==> config.mk <==
export PLATFORM = sky130hd
export DESIGN_NAME = mim_top
export DESIGN_NICKNAME = d
export VERILOG_FILES = /design/src/rtl/mim_pkg.sv /design/src/rtl/mim_sign_flip.sv /design/src/rtl/mim_pulse_watch.sv /design/src/rtl/mim_top.sv
export VERILOG_INCLUDE_DIRS = /design/src /design/src/rtl
export SDC_FILE = /design/constraint.sdc
export NUM_CORES = 1
export LEC_CHECK = 0
export BUFFER_PORTS_ARGS = -buffer_cell sky130_fd_sc_hd__buf_2
export CORE_UTILIZATION = 47
export DETAILED_ROUTE_END_ITERATION = 10
export MAX_ROUTING_LAYER = met4
export PLACE_DENSITY = 0.88
export SLEW_MARGIN = 20
export SYNTH_ARGS = -nofsm -noshare
export SYNTH_HDL_FRONTEND = slang
export SYNTH_HIERARCHICAL = 1
export SYNTH_SLANG_ARGS = --single-unit
==> constraint.sdc <==
create_clock -name clk -period 7.7 [get_ports clk]
set_input_delay 0.77 -clock clk [delete_from_list [all_inputs] [get_ports clk]]
set_output_delay 0.77 -clock clk [all_outputs]
set_load 0.02 [all_outputs]
==> src/rtl/mim_defs.svh <==
// register offsets, field positions, reset values and write masks
// for the metering interrupt flag and mask block
// assumes the host port hands over word-wide accesses by register offset
`ifndef MIM_DEFS_SVH
`define MIM_DEFS_SVH

// register offsets (word index on the host port)
`define MIM_STATUS_OFFSET   16'h0404
`define MIM_MASK_OFFSET     16'h0405

// field positions shared by status and mask words; bits 2 and 0 are status only
`define MIM_BIT_CHIP_SUM     31
`define MIM_BIT_EVENT_SUM    30
`define MIM_BIT_AUTOCAL_SUM  29
`define MIM_BIT_POWER_FACTOR_READY       25
`define MIM_BIT_CKS_CHG      24
`define MIM_BIT_CKS_DONE     23
`define MIM_BIT_ZX_TIMEOUT   21
`define MIM_BIT_ZX_CUR_B     20
`define MIM_BIT_ZX_CUR_A     19
`define MIM_BIT_ZX_VOLT      17
`define MIM_BIT_NL_REACT     15
`define MIM_BIT_NL_APPAR     14
`define MIM_BIT_NL_ACTIVE    13
`define MIM_BIT_TEMP_RDY     12
`define MIM_BIT_RMS_RDY      11
`define MIM_BIT_PWR_RDY      10
`define MIM_BIT_WAVE_RDY     9
`define MIM_BIT_EGY_RDY      8
`define MIM_BIT_FO2_PULSE    7
`define MIM_BIT_FO1_PULSE    6
`define MIM_BIT_FO2_FLIP     5
`define MIM_BIT_REACT_FLIP   2
`define MIM_BIT_ACTIVE_FLIP  0

// reset values
`define MIM_MASK_RESET      32'h0000_0000
`define MIM_STATUS_RESET    32'h0000_0000
`define MIM_RDATA_RESET     32'h0000_0000

// writable mask positions; every other position reads zero
`define MIM_MASK_WMASK      32'hE3BA_FFE0
// status positions that latch until written with one
`define MIM_STATUS_STICKY   32'h03BA_FFE5
// status positions that mirror live summary levels
`define MIM_STATUS_LIVE     32'hE000_0000

`endif

==> src/rtl/mim_pkg.sv <==
// types for the metering interrupt flag and mask block
// assumes mim_defs.svh supplies all offsets and bit positions
package mim_pkg;

   // one-cycle event strobes from the metrology engine
   typedef struct packed {
      logic power_factor_ready;       // power factor refreshed
      logic config_checksum_changed;  // monitored config changed
      logic config_checksum_done;     // forced checksum finished
      logic voltage_crossing_timeout; // voltage crossing missing
      logic current_b_crossing;       // current b zero crossing
      logic current_a_crossing;       // current a zero crossing
      logic voltage_crossing;         // voltage zero crossing
      logic reactive_noload_change;   // reactive no-load edge
      logic apparent_noload_change;   // apparent no-load edge
      logic active_noload_change;     // active no-load edge
      logic temp_ready;               // temperature result fresh
      logic halfcycle_rms_ready;      // half-cycle rms refreshed
      logic power_accum_ready;        // power accumulators refreshed
      logic waveform_ready;           // waveform samples ready
      logic energy_ready;             // energy registers refreshed
   } mim_events_s;

   // live summary levels of the other status registers
   typedef struct packed {
      logic chip_any;     // any chip status flag set
      logic event_any;    // any event status flag set
      logic autocal_any;  // any autocal irq flag set
   } mim_summary_s;

   // register port request from the serial host port
   typedef struct packed {
      logic        wr;     // write strobe, one cycle
      logic        rd;     // read strobe, one cycle
      logic [15:0] addr;   // register offset
      logic [31:0] wdata;  // write data
   } mim_req_s;

endpackage : mim_pkg

==> src/rtl/mim_sign_flip.sv <==
// sign change detector for a set of power channels
// assumes strobe marks the accumulator refresh and sign is valid then
`timescale 1ns/1ps
module mim_sign_flip #(
   parameter int WIDTH = 2                 // number of channels
) (
   input  wire logic             clk,      // metrology clock
   input  wire logic             reset,    // sync reset, active high
   input  wire logic             strobe,   // accumulator refresh
   input  wire logic [WIDTH-1:0] sign,     // one when negative
   output logic      [WIDTH-1:0] flip_r    // sign changed, one cycle
);
   // refuse an empty channel set at elaboration
   if (WIDTH < 1) begin : g_bad_width
      $error("mim_sign_flip: WIDTH must be positive");
   end

   logic seen_r;  // a first sign has been captured

   // first refresh only captures; later ones compare
   always_ff @(posedge clk) begin
      if (reset) begin
         seen_r <= 1'b0;
      end else if (strobe) begin
         seen_r <= 1'b1;
      end
   end

   genvar g;
   generate
      for (g = 0; g < WIDTH; g++) begin : g_chan
         logic last_r;  // sign at previous refresh
         always_ff @(posedge clk) begin
            if (reset) begin
               last_r   <= 1'b0;
               flip_r[g] <= 1'b0;
            end else begin
               flip_r[g] <= strobe && seen_r && (sign[g] != last_r);
               if (strobe) last_r <= sign[g];
            end
         end
      end
   endgenerate
endmodule : mim_sign_flip

==> src/rtl/mim_pulse_watch.sv <==
// frequency output pulse watcher: high-to-low edge and polarity change
// assumes pin and polarity levels are synchronous to clk
`timescale 1ns/1ps
module mim_pulse_watch (
   input  wire logic clk,      // metrology clock
   input  wire logic reset,    // sync reset, active high
   input  wire logic pin,      // frequency output pin level
   input  wire logic neg,      // energy polarity of this pulse
   output logic      fall_r,   // pulse issued, one cycle
   output logic      flip_r    // polarity changed, one cycle
);
   logic pin_q_r;   // pin one cycle ago
   logic pol_r;     // polarity of last pulse
   logic seen_r;    // a pulse has been seen
   logic fall;      // high-to-low edge now

   assign fall = pin_q_r && !pin;

   // pin history; reset high so no false edge
   always_ff @(posedge clk) begin
      if (reset) pin_q_r <= 1'b1;
      else       pin_q_r <= pin;
   end

   // edge pulse and polarity compare at each issued pulse
   always_ff @(posedge clk) begin
      if (reset) begin
         fall_r <= 1'b0;
         flip_r <= 1'b0;
         pol_r  <= 1'b0;
         seen_r <= 1'b0;
      end else begin
         fall_r <= fall;
         flip_r <= fall && seen_r && (neg != pol_r);
         if (fall) begin
            pol_r  <= neg;
            seen_r <= 1'b1;
         end
      end
   end
endmodule : mim_pulse_watch

==> src/rtl/mim_top.sv <==
// interrupt status flags, enable mask and interrupt output
// of a single-phase metering core
// assumes event strobes are one-cycle pulses on clk, and that the host
// port delivers decoded word accesses with one-cycle strobes
`timescale 1ns/1ps
`include "mim_defs.svh"

// Contract
// status bit 2 flags reactive sign change
// status bit 0 flags active sign change
// mask 31 enables chip status summary
// mask 30 enables event status summary
// mask 29 enables autocal status summary
// mask 25 enables power factor refresh
// mask 24 enables config checksum change
// mask 23 enables forced checksum done
// mask 21 enables voltage crossing timeout
// masks 20,19,17 enable zero crossings
// masks 15,14,13 enable no-load changes
// mask 12 enables temperature ready
// mask 11 enables half-cycle rms ready
// mask 10 enables power accumulator refresh
// mask 9 enables waveform ready
// mask 8 enables energy refresh
// masks 7,6 enable frequency output pulses
// mask 5 enables second output sign flip
// flags other than summaries 31..29 sticky until host writes one
// irq active while any enabled flag
// mask resets zero, reserved bits stay zero
module mim_top
   import mim_pkg::*;
#(
   parameter int DATA_W = 32,   // register width
   parameter int ADDR_W = 16    // offset width
) (
   input  wire logic             clk,           // metrology clock
   input  wire logic             reset,         // sync reset, high
   input  wire mim_pkg::mim_req_s req,          // host register access
   input  wire mim_pkg::mim_events_s events,    // metrology strobes
   input  wire mim_pkg::mim_summary_s summary,  // summary levels
   input  wire logic             active_neg,    // active power < 0
   input  wire logic             reactive_neg,  // reactive power < 0
   input  wire logic             freq_out_one_pulse, // output 1 pin
   input  wire logic             freq_out_two_pulse, // output 2 pin
   input  wire logic             freq_out_two_neg,   // output 2 sign
   output logic      [DATA_W-1:0] rdata_r,      // read data
   output logic                  rvalid_r,      // read data valid
   output logic                  irq_r,         // interrupt, high
   output logic      [DATA_W-1:0] status_r,     // status word view
   output logic      [DATA_W-1:0] mask_r        // mask word view
);
   import mim_pkg::*;

   // refuse widths the fixed bit map cannot serve
   if (DATA_W != 32) begin : g_bad_data
      $error("mim_top: DATA_W must be 32");
   end
   if (ADDR_W != 16) begin : g_bad_addr
      $error("mim_top: ADDR_W must be 16");
   end

   // event sources
   logic [1:0] sign_flip;   // [1] reactive, [0] active
   logic       fo1_fall;    // output 1 pulse issued
   logic       fo2_fall;    // output 2 pulse issued
   logic       fo2_flip;    // output 2 polarity change

   // sign compare at each power accumulator refresh
   mim_sign_flip #(
      .WIDTH (2)
   ) u_sign (
      .clk    (clk),
      .reset  (reset),
      .strobe (events.power_accum_ready),
      .sign   ({reactive_neg, active_neg}),
      .flip_r (sign_flip)
   );

   // first frequency output watcher
   mim_pulse_watch u_fo1 (
      .clk    (clk),
      .reset  (reset),
      .pin    (freq_out_one_pulse),
      .neg    (1'b0),
      .fall_r (fo1_fall),
      .flip_r ()   // output one polarity is not served
   );

   // second frequency output watcher
   mim_pulse_watch u_fo2 (
      .clk    (clk),
      .reset  (reset),
      .pin    (freq_out_two_pulse),
      .neg    (freq_out_two_neg),
      .fall_r (fo2_fall),
      .flip_r (fo2_flip)
   );

   // set and clear vectors
   logic [31:0] set_vec;     // events landing this cycle
   logic [31:0] live_vec;    // live summary levels
   logic [31:0] clr_vec;     // write-one-to-clear positions
   logic        wr_status;   // write to status word
   logic        wr_mask;     // write to mask word
   logic        rd_status;   // read of status word
   logic        rd_mask;     // read of mask word

   // address decode
   assign wr_status = req.wr && (req.addr == `MIM_STATUS_OFFSET);
   assign wr_mask   = req.wr && (req.addr == `MIM_MASK_OFFSET);
   assign rd_status = req.rd && (req.addr == `MIM_STATUS_OFFSET);
   assign rd_mask   = req.rd && (req.addr == `MIM_MASK_OFFSET);

   // map each event onto its flag position
   always_comb begin
      set_vec = 32'h0000_0000;
      set_vec[`MIM_BIT_REACT_FLIP]  = sign_flip[1];
      set_vec[`MIM_BIT_ACTIVE_FLIP] = sign_flip[0];
      set_vec[`MIM_BIT_POWER_FACTOR_READY]      = events.power_factor_ready;
      set_vec[`MIM_BIT_CKS_CHG] = events.config_checksum_changed;
      set_vec[`MIM_BIT_CKS_DONE] = events.config_checksum_done;
      set_vec[`MIM_BIT_ZX_TIMEOUT] = events.voltage_crossing_timeout;
      set_vec[`MIM_BIT_ZX_CUR_B] = events.current_b_crossing;
      set_vec[`MIM_BIT_ZX_CUR_A] = events.current_a_crossing;
      set_vec[`MIM_BIT_ZX_VOLT]  = events.voltage_crossing;
      set_vec[`MIM_BIT_NL_REACT] = events.reactive_noload_change;
      set_vec[`MIM_BIT_NL_APPAR] = events.apparent_noload_change;
      set_vec[`MIM_BIT_NL_ACTIVE] = events.active_noload_change;
      set_vec[`MIM_BIT_TEMP_RDY] = events.temp_ready;
      set_vec[`MIM_BIT_RMS_RDY]  = events.halfcycle_rms_ready;
      set_vec[`MIM_BIT_PWR_RDY]  = events.power_accum_ready;
      set_vec[`MIM_BIT_WAVE_RDY] = events.waveform_ready;
      set_vec[`MIM_BIT_EGY_RDY]  = events.energy_ready;
      set_vec[`MIM_BIT_FO2_PULSE] = fo2_fall;
      set_vec[`MIM_BIT_FO1_PULSE] = fo1_fall;
      set_vec[`MIM_BIT_FO2_FLIP] = fo2_flip;
   end

   // summary levels are mirrored, not latched
   always_comb begin
      live_vec = 32'h0000_0000;
      live_vec[`MIM_BIT_CHIP_SUM]    = summary.chip_any;
      live_vec[`MIM_BIT_EVENT_SUM]   = summary.event_any;
      live_vec[`MIM_BIT_AUTOCAL_SUM] = summary.autocal_any;
   end

   // a write of one clears only sticky positions
   assign clr_vec = wr_status ? (req.wdata & `MIM_STATUS_STICKY)
                              : 32'h0000_0000;

   // next state
   logic [31:0] sticky_r;    // latched flags
   logic [31:0] sticky_nxt;  // flags after set and clear
   logic [31:0] mask_nxt;    // mask after write
   logic [31:0] status_nxt;  // word seen by host and irq

   // set wins over a clear in the same cycle
   assign sticky_nxt = ((sticky_r & ~clr_vec) | set_vec)
                       & `MIM_STATUS_STICKY;

   // reserved and out-of-block positions never take a one
   assign mask_nxt = wr_mask ? (req.wdata & `MIM_MASK_WMASK)
                             : mask_r;

   assign status_nxt = sticky_nxt | (live_vec & `MIM_STATUS_LIVE);

   // registers
   // sticky status flags
   always_ff @(posedge clk) begin
      if (reset) sticky_r <= `MIM_STATUS_RESET;
      else       sticky_r <= sticky_nxt;
   end

   // status word view, live bits included
   always_ff @(posedge clk) begin
      if (reset) status_r <= `MIM_STATUS_RESET;
      else       status_r <= status_nxt;
   end

   // interrupt enable mask
   always_ff @(posedge clk) begin
      if (reset) mask_r <= `MIM_MASK_RESET;
      else       mask_r <= mask_nxt;
   end

   // interrupt follows the same state the host will read
   always_ff @(posedge clk) begin
      if (reset) irq_r <= 1'b0;
      else       irq_r <= |(status_nxt & mask_nxt);
   end

   // read data: one cycle after the strobe, zero for other offsets
   always_ff @(posedge clk) begin
      if (reset) begin
         rdata_r  <= `MIM_RDATA_RESET;
         rvalid_r <= 1'b0;
      end else begin
         rvalid_r <= req.rd;
         if (rd_status)    rdata_r <= status_r;
         else if (rd_mask) rdata_r <= mask_r;
         else if (req.rd)  rdata_r <= 32'h0000_0000;
      end
   end

   // checks
   // helper: previous-cycle event and clear views
   logic [31:0] set_q_r;   // set vector one cycle ago
   logic [31:0] clr_q_r;   // clear vector one cycle ago
   always_ff @(posedge clk) begin
      if (reset) begin
         set_q_r <= 32'h0000_0000;
         clr_q_r <= 32'h0000_0000;
      end else begin
         set_q_r <= set_vec;
         clr_q_r <= clr_vec;
      end
   end
endmodule : mim_top

==> summary.md <==
| Metric | Value |
|---|---|
| Run status | `finished, final reports clean` |
| Sw Share | `a little over a quarter` |
| Total Die Area | `roughly 9200 µm²` |
| Register cell area after layout | `around 1700 µm²` |
| Required time at the worst-slack endpoint | `between 7000 and 8000 ps` |
| Critical path launch point | `req[33]` |
| Initial antenna violation count | `0` |
| Crit-path most repeated cell | `or4_4` |
| Leftover overflow at the end of global routing | `0` |
| DR DRC count | `0` |
| Fin Setup TNS | `0 ps` |
| Startpoint type of the worst setup path | `input pin` |
| Clock-pin slew on the worst setup and hold paths | `about 90 ps` |
| Leading cell type in the layout, fill and taps excluded | `buf_2` |
| LEAKAGE | `approximately 2.3 nW` |
| Count of clock tree sinks | `slightly above 80` |
| Setup slack of the critical path after layout | `4230 ps` |
| Total Wirelength | `roughly 11 mm` |
| TritonCTS clock tree | `yes` |
| Cell family with the largest share of critical-path delay | `simple AND/OR/NAND/NOR gates` |
| PwrDens | `between 150 and 200 nW/µm²` |
| Highest-count cells in the layout ignoring fill and taps | `buf_2 (136), a21oi_1 (83), dfxtp_1 (83)` |
| Via count of the first global-routing pass | `3,695` |
| Placeable core region | `roughly 8400 µm²` |
| Global Route Usage Sum | `about 26%` |
| Final Hold Slack | `about 440 ps` |
| Hold WC Path Type | `reg2reg` |
| Die Span Y | `roughly 96 µm` |
| Transition time of the tightest slew-check pin | `861 ps` |
| Detail-routed net length per standard cell | `between 15 and 20 µm` |
| Width of the die | `~96 µm` |
| Switching component of the power | `between 0.0002 and 0.00025 W` |
| Final Cycle Share | `45.0%` |
| Crit path buf inv count | `1` |
| Root buf cell | `clkbuf_8` |
| Via total after detailed routing | `4,003` |
| Reg-to-Reg End | `irq_r$_SDFF_PP0_` |
| CTS max path bufs | `2` |
| Cell Area, Placed | `between 4000 and 5000 µm²` |
| Total of buffers placed on input and output ports | `roughly 140` |
| Number of buffers added by the clock tree synthesis step | `9` |
| Critical register-to-register path startpoint | `mask_r[8]$_SDFF_PP0_` |
| Hold bufs inserted after CTS | `0` |
| Power share of the combinational group | `between 10 and 15%` |
| Clock share of power | `about 37%` |
| Global placer's final weighted congestion | `about 0.83` |
| Worst Setup Path Type | `in2reg` |
| CP arrival | `around 3700 ps` |
| Area added between synthesis and finish | `19.1%` |
| Ratio of cells with drive above 1 in the final layout | `slightly below 30%` |
| Post-CTS Setup Inserts | `0` |
| Average via count per standard cell | `between 5 and 6` |
| Delay of the slowest critical-path stage | `790 ps` |
| Met2 capacity usage during global routing | `44.2%` |
| Final HPWL from detailed placement | `between 7 and 8 mm` |
| ANT cells | `0` |
| 1st-pass router iterations | `4` |
| Clock latency on the worst-skew pair | `roughly 350 ps` |
| F_max | `288 MHz` |
| Synthesis warning total | `6` |
| CTS resizes | `0` |
| Number of setup violations in the final report | `0` |
| Critical path endpoint | `irq_r$_SDFF_PP0_` |
| Initial cell density of the core | `between 40% and 50%` |
| # rows | `33` |
| Wire length of the first global-routing pass | `17.8 mm` |
| Sequential share of power | `~50%` |
| R2R cell count | `6` |
| Internal power | `between 0.0006 and 0.0007 W` |
| Post-synthesis cell count | `about 520` |
| Avg Synthesized Cell Area | `about 8 µm²` |
| Setup repair after global routing missed its margin | `no` |
| Reg-to-reg slack, setup | `6270 ps` |
| Slew HR | `a little over two fifths` |
| Multi-input logic area | `roughly 2100 µm²` |
| Max-cap violations | `0` |
| Number of top-level pins | `~170` |
| Final critical delay including setup and external delays | `about 3500 ps` |
| Layer carrying the most global-route usage | `met2` |
| Iter 0 DRT Violations | `between 150 and 200` |
| Layout Cell Area excl Fill | `between 4000 and 5000 µm²` |
| Count of final hold-check violations | `0` |
| Global routing usage on met1 | `between 30% and 40%` |
| Worst setup slack after placement | `~3900 ps` |
| Worst Skew | `approximately 12 ps` |
| Largest voltage drop on the vdd net | `0.132 mV` |
| Post-Synthesis Cell Area | `4150 µm²` |
| Highest fanout seen on the critical path | `35` |
| Met3 Resource Use GR | `approximately 4.7%` |
| Pin count of the biggest net entering global routing | `between 80 and 90` |
| Number of logic stages on the critical path including buffering | `8` |
| Worst path cell trace | `buf_2, or4_4, or4_4, nor2_8, mux2i_1, o22ai_1, nor4_1, a41oi_1` |
| CP max stage cell | `or4_4` |
| FILL cells | `754` |
| Type of destination of the critical path | `register` |
| Final Net Count | `roughly 710` |
| Number of max-slew violations in the final report | `0` |
| Level count of the clock H-tree | `3` |
| Number of nets with antenna violations after routing | `0` |
[power by group through the flow]
stage | combinational [W] | clock, W | sequential [W]
2_1_floorplan | 0.0000620 | 0 | 0.000467
3_5_place_dp | 0.000101 | 0 | 0.000459
6_report | 0.000101 | 0.000322 | 0.000449
4_1_cts | 0.000101 | 0.000328 | 0.000449
5_1_grt | 0.000111 | 0.000346 | 0.000451
3_3_place_gp | 0.0000972 | 0 | 0.000458
[routing by layer]
layer / up-vias / part of all wire [%]
li1: 1941 / -
met2: 169 / 49
met3: 24 / 7.0
met4: 0 / 2.1
met5: - / 0
met1: 1869 / 42
[worst min-delay path, delay by kind of cell (launching register included)]
family / cells / cell delay (ps)
and+or+nand+nor: 2 / 100
DFF: 1 / 310
[per-stage QoR]
step / utilization, % / total power, W / std cells
floorplan: - / 0.000529 / 544
global placement: 56.6 / 0.000555 / 733
detailed placement: 56.6 / 0.000560 / 733
CTS: 59.0 / 0.000878 / 749
global route: 59.0 / 0.000907 / 749
finish: 59.0 / 0.000872 / 749
[final cells by class]
type,count,area share (%)
inverter,38,2.88
tap,105,2.66
timing repair buffer,139,14.2
clock inverter,5,1.21
multi-input combinational,368,42.6
clock buffer,11,2.86
sequential,83,33.6
[registers in the layout, summed over array words and instances, names as in the netlist]
| register | cells |
|---|---|
| mask_r | 23 |
| rdata_r | 23 |
| sticky_r | 19 |
| status_r | 4 |
| u_sign/flip_r | 2 |
| u_sign/g_chan.last_r | 2 |
| irq_r | 1 |
| rvalid_r | 1 |
| u_fo1/fall_r | 1 |
| u_fo1/pin_q_r | 1 |
| u_fo2/fall_r | 1 |
| u_fo2/flip_r | 1 |
| u_fo2/pin_q_r | 1 |
| u_fo2/pol_r | 1 |
| u_fo2/seen_r | 1 |
| u_sign/seen_r | 1 |
[how the worst min path moves through the flow]
stage                                   from                       to  slack [ps]  cells after the start
global route        u_fo1/pin_q_r$_SDFF_PP1_  u_fo1/fall_r$_SDFF_PP0_         480                      2
global placement    u_fo1/pin_q_r$_SDFF_PP1_  u_fo1/fall_r$_SDFF_PP0_         420                      2
finish              u_fo1/pin_q_r$_SDFF_PP1_  u_fo1/fall_r$_SDFF_PP0_         440                      2
CTS                 u_fo1/pin_q_r$_SDFF_PP1_  u_fo1/fall_r$_SDFF_PP0_         450                      2
floorplan           u_fo1/pin_q_r$_SDFF_PP1_  u_fo1/fall_r$_SDFF_PP0_         410                      2
detailed placement  u_fo1/pin_q_r$_SDFF_PP1_  u_fo1/fall_r$_SDFF_PP0_         430                      2
(Power assumes the default switching activity.)
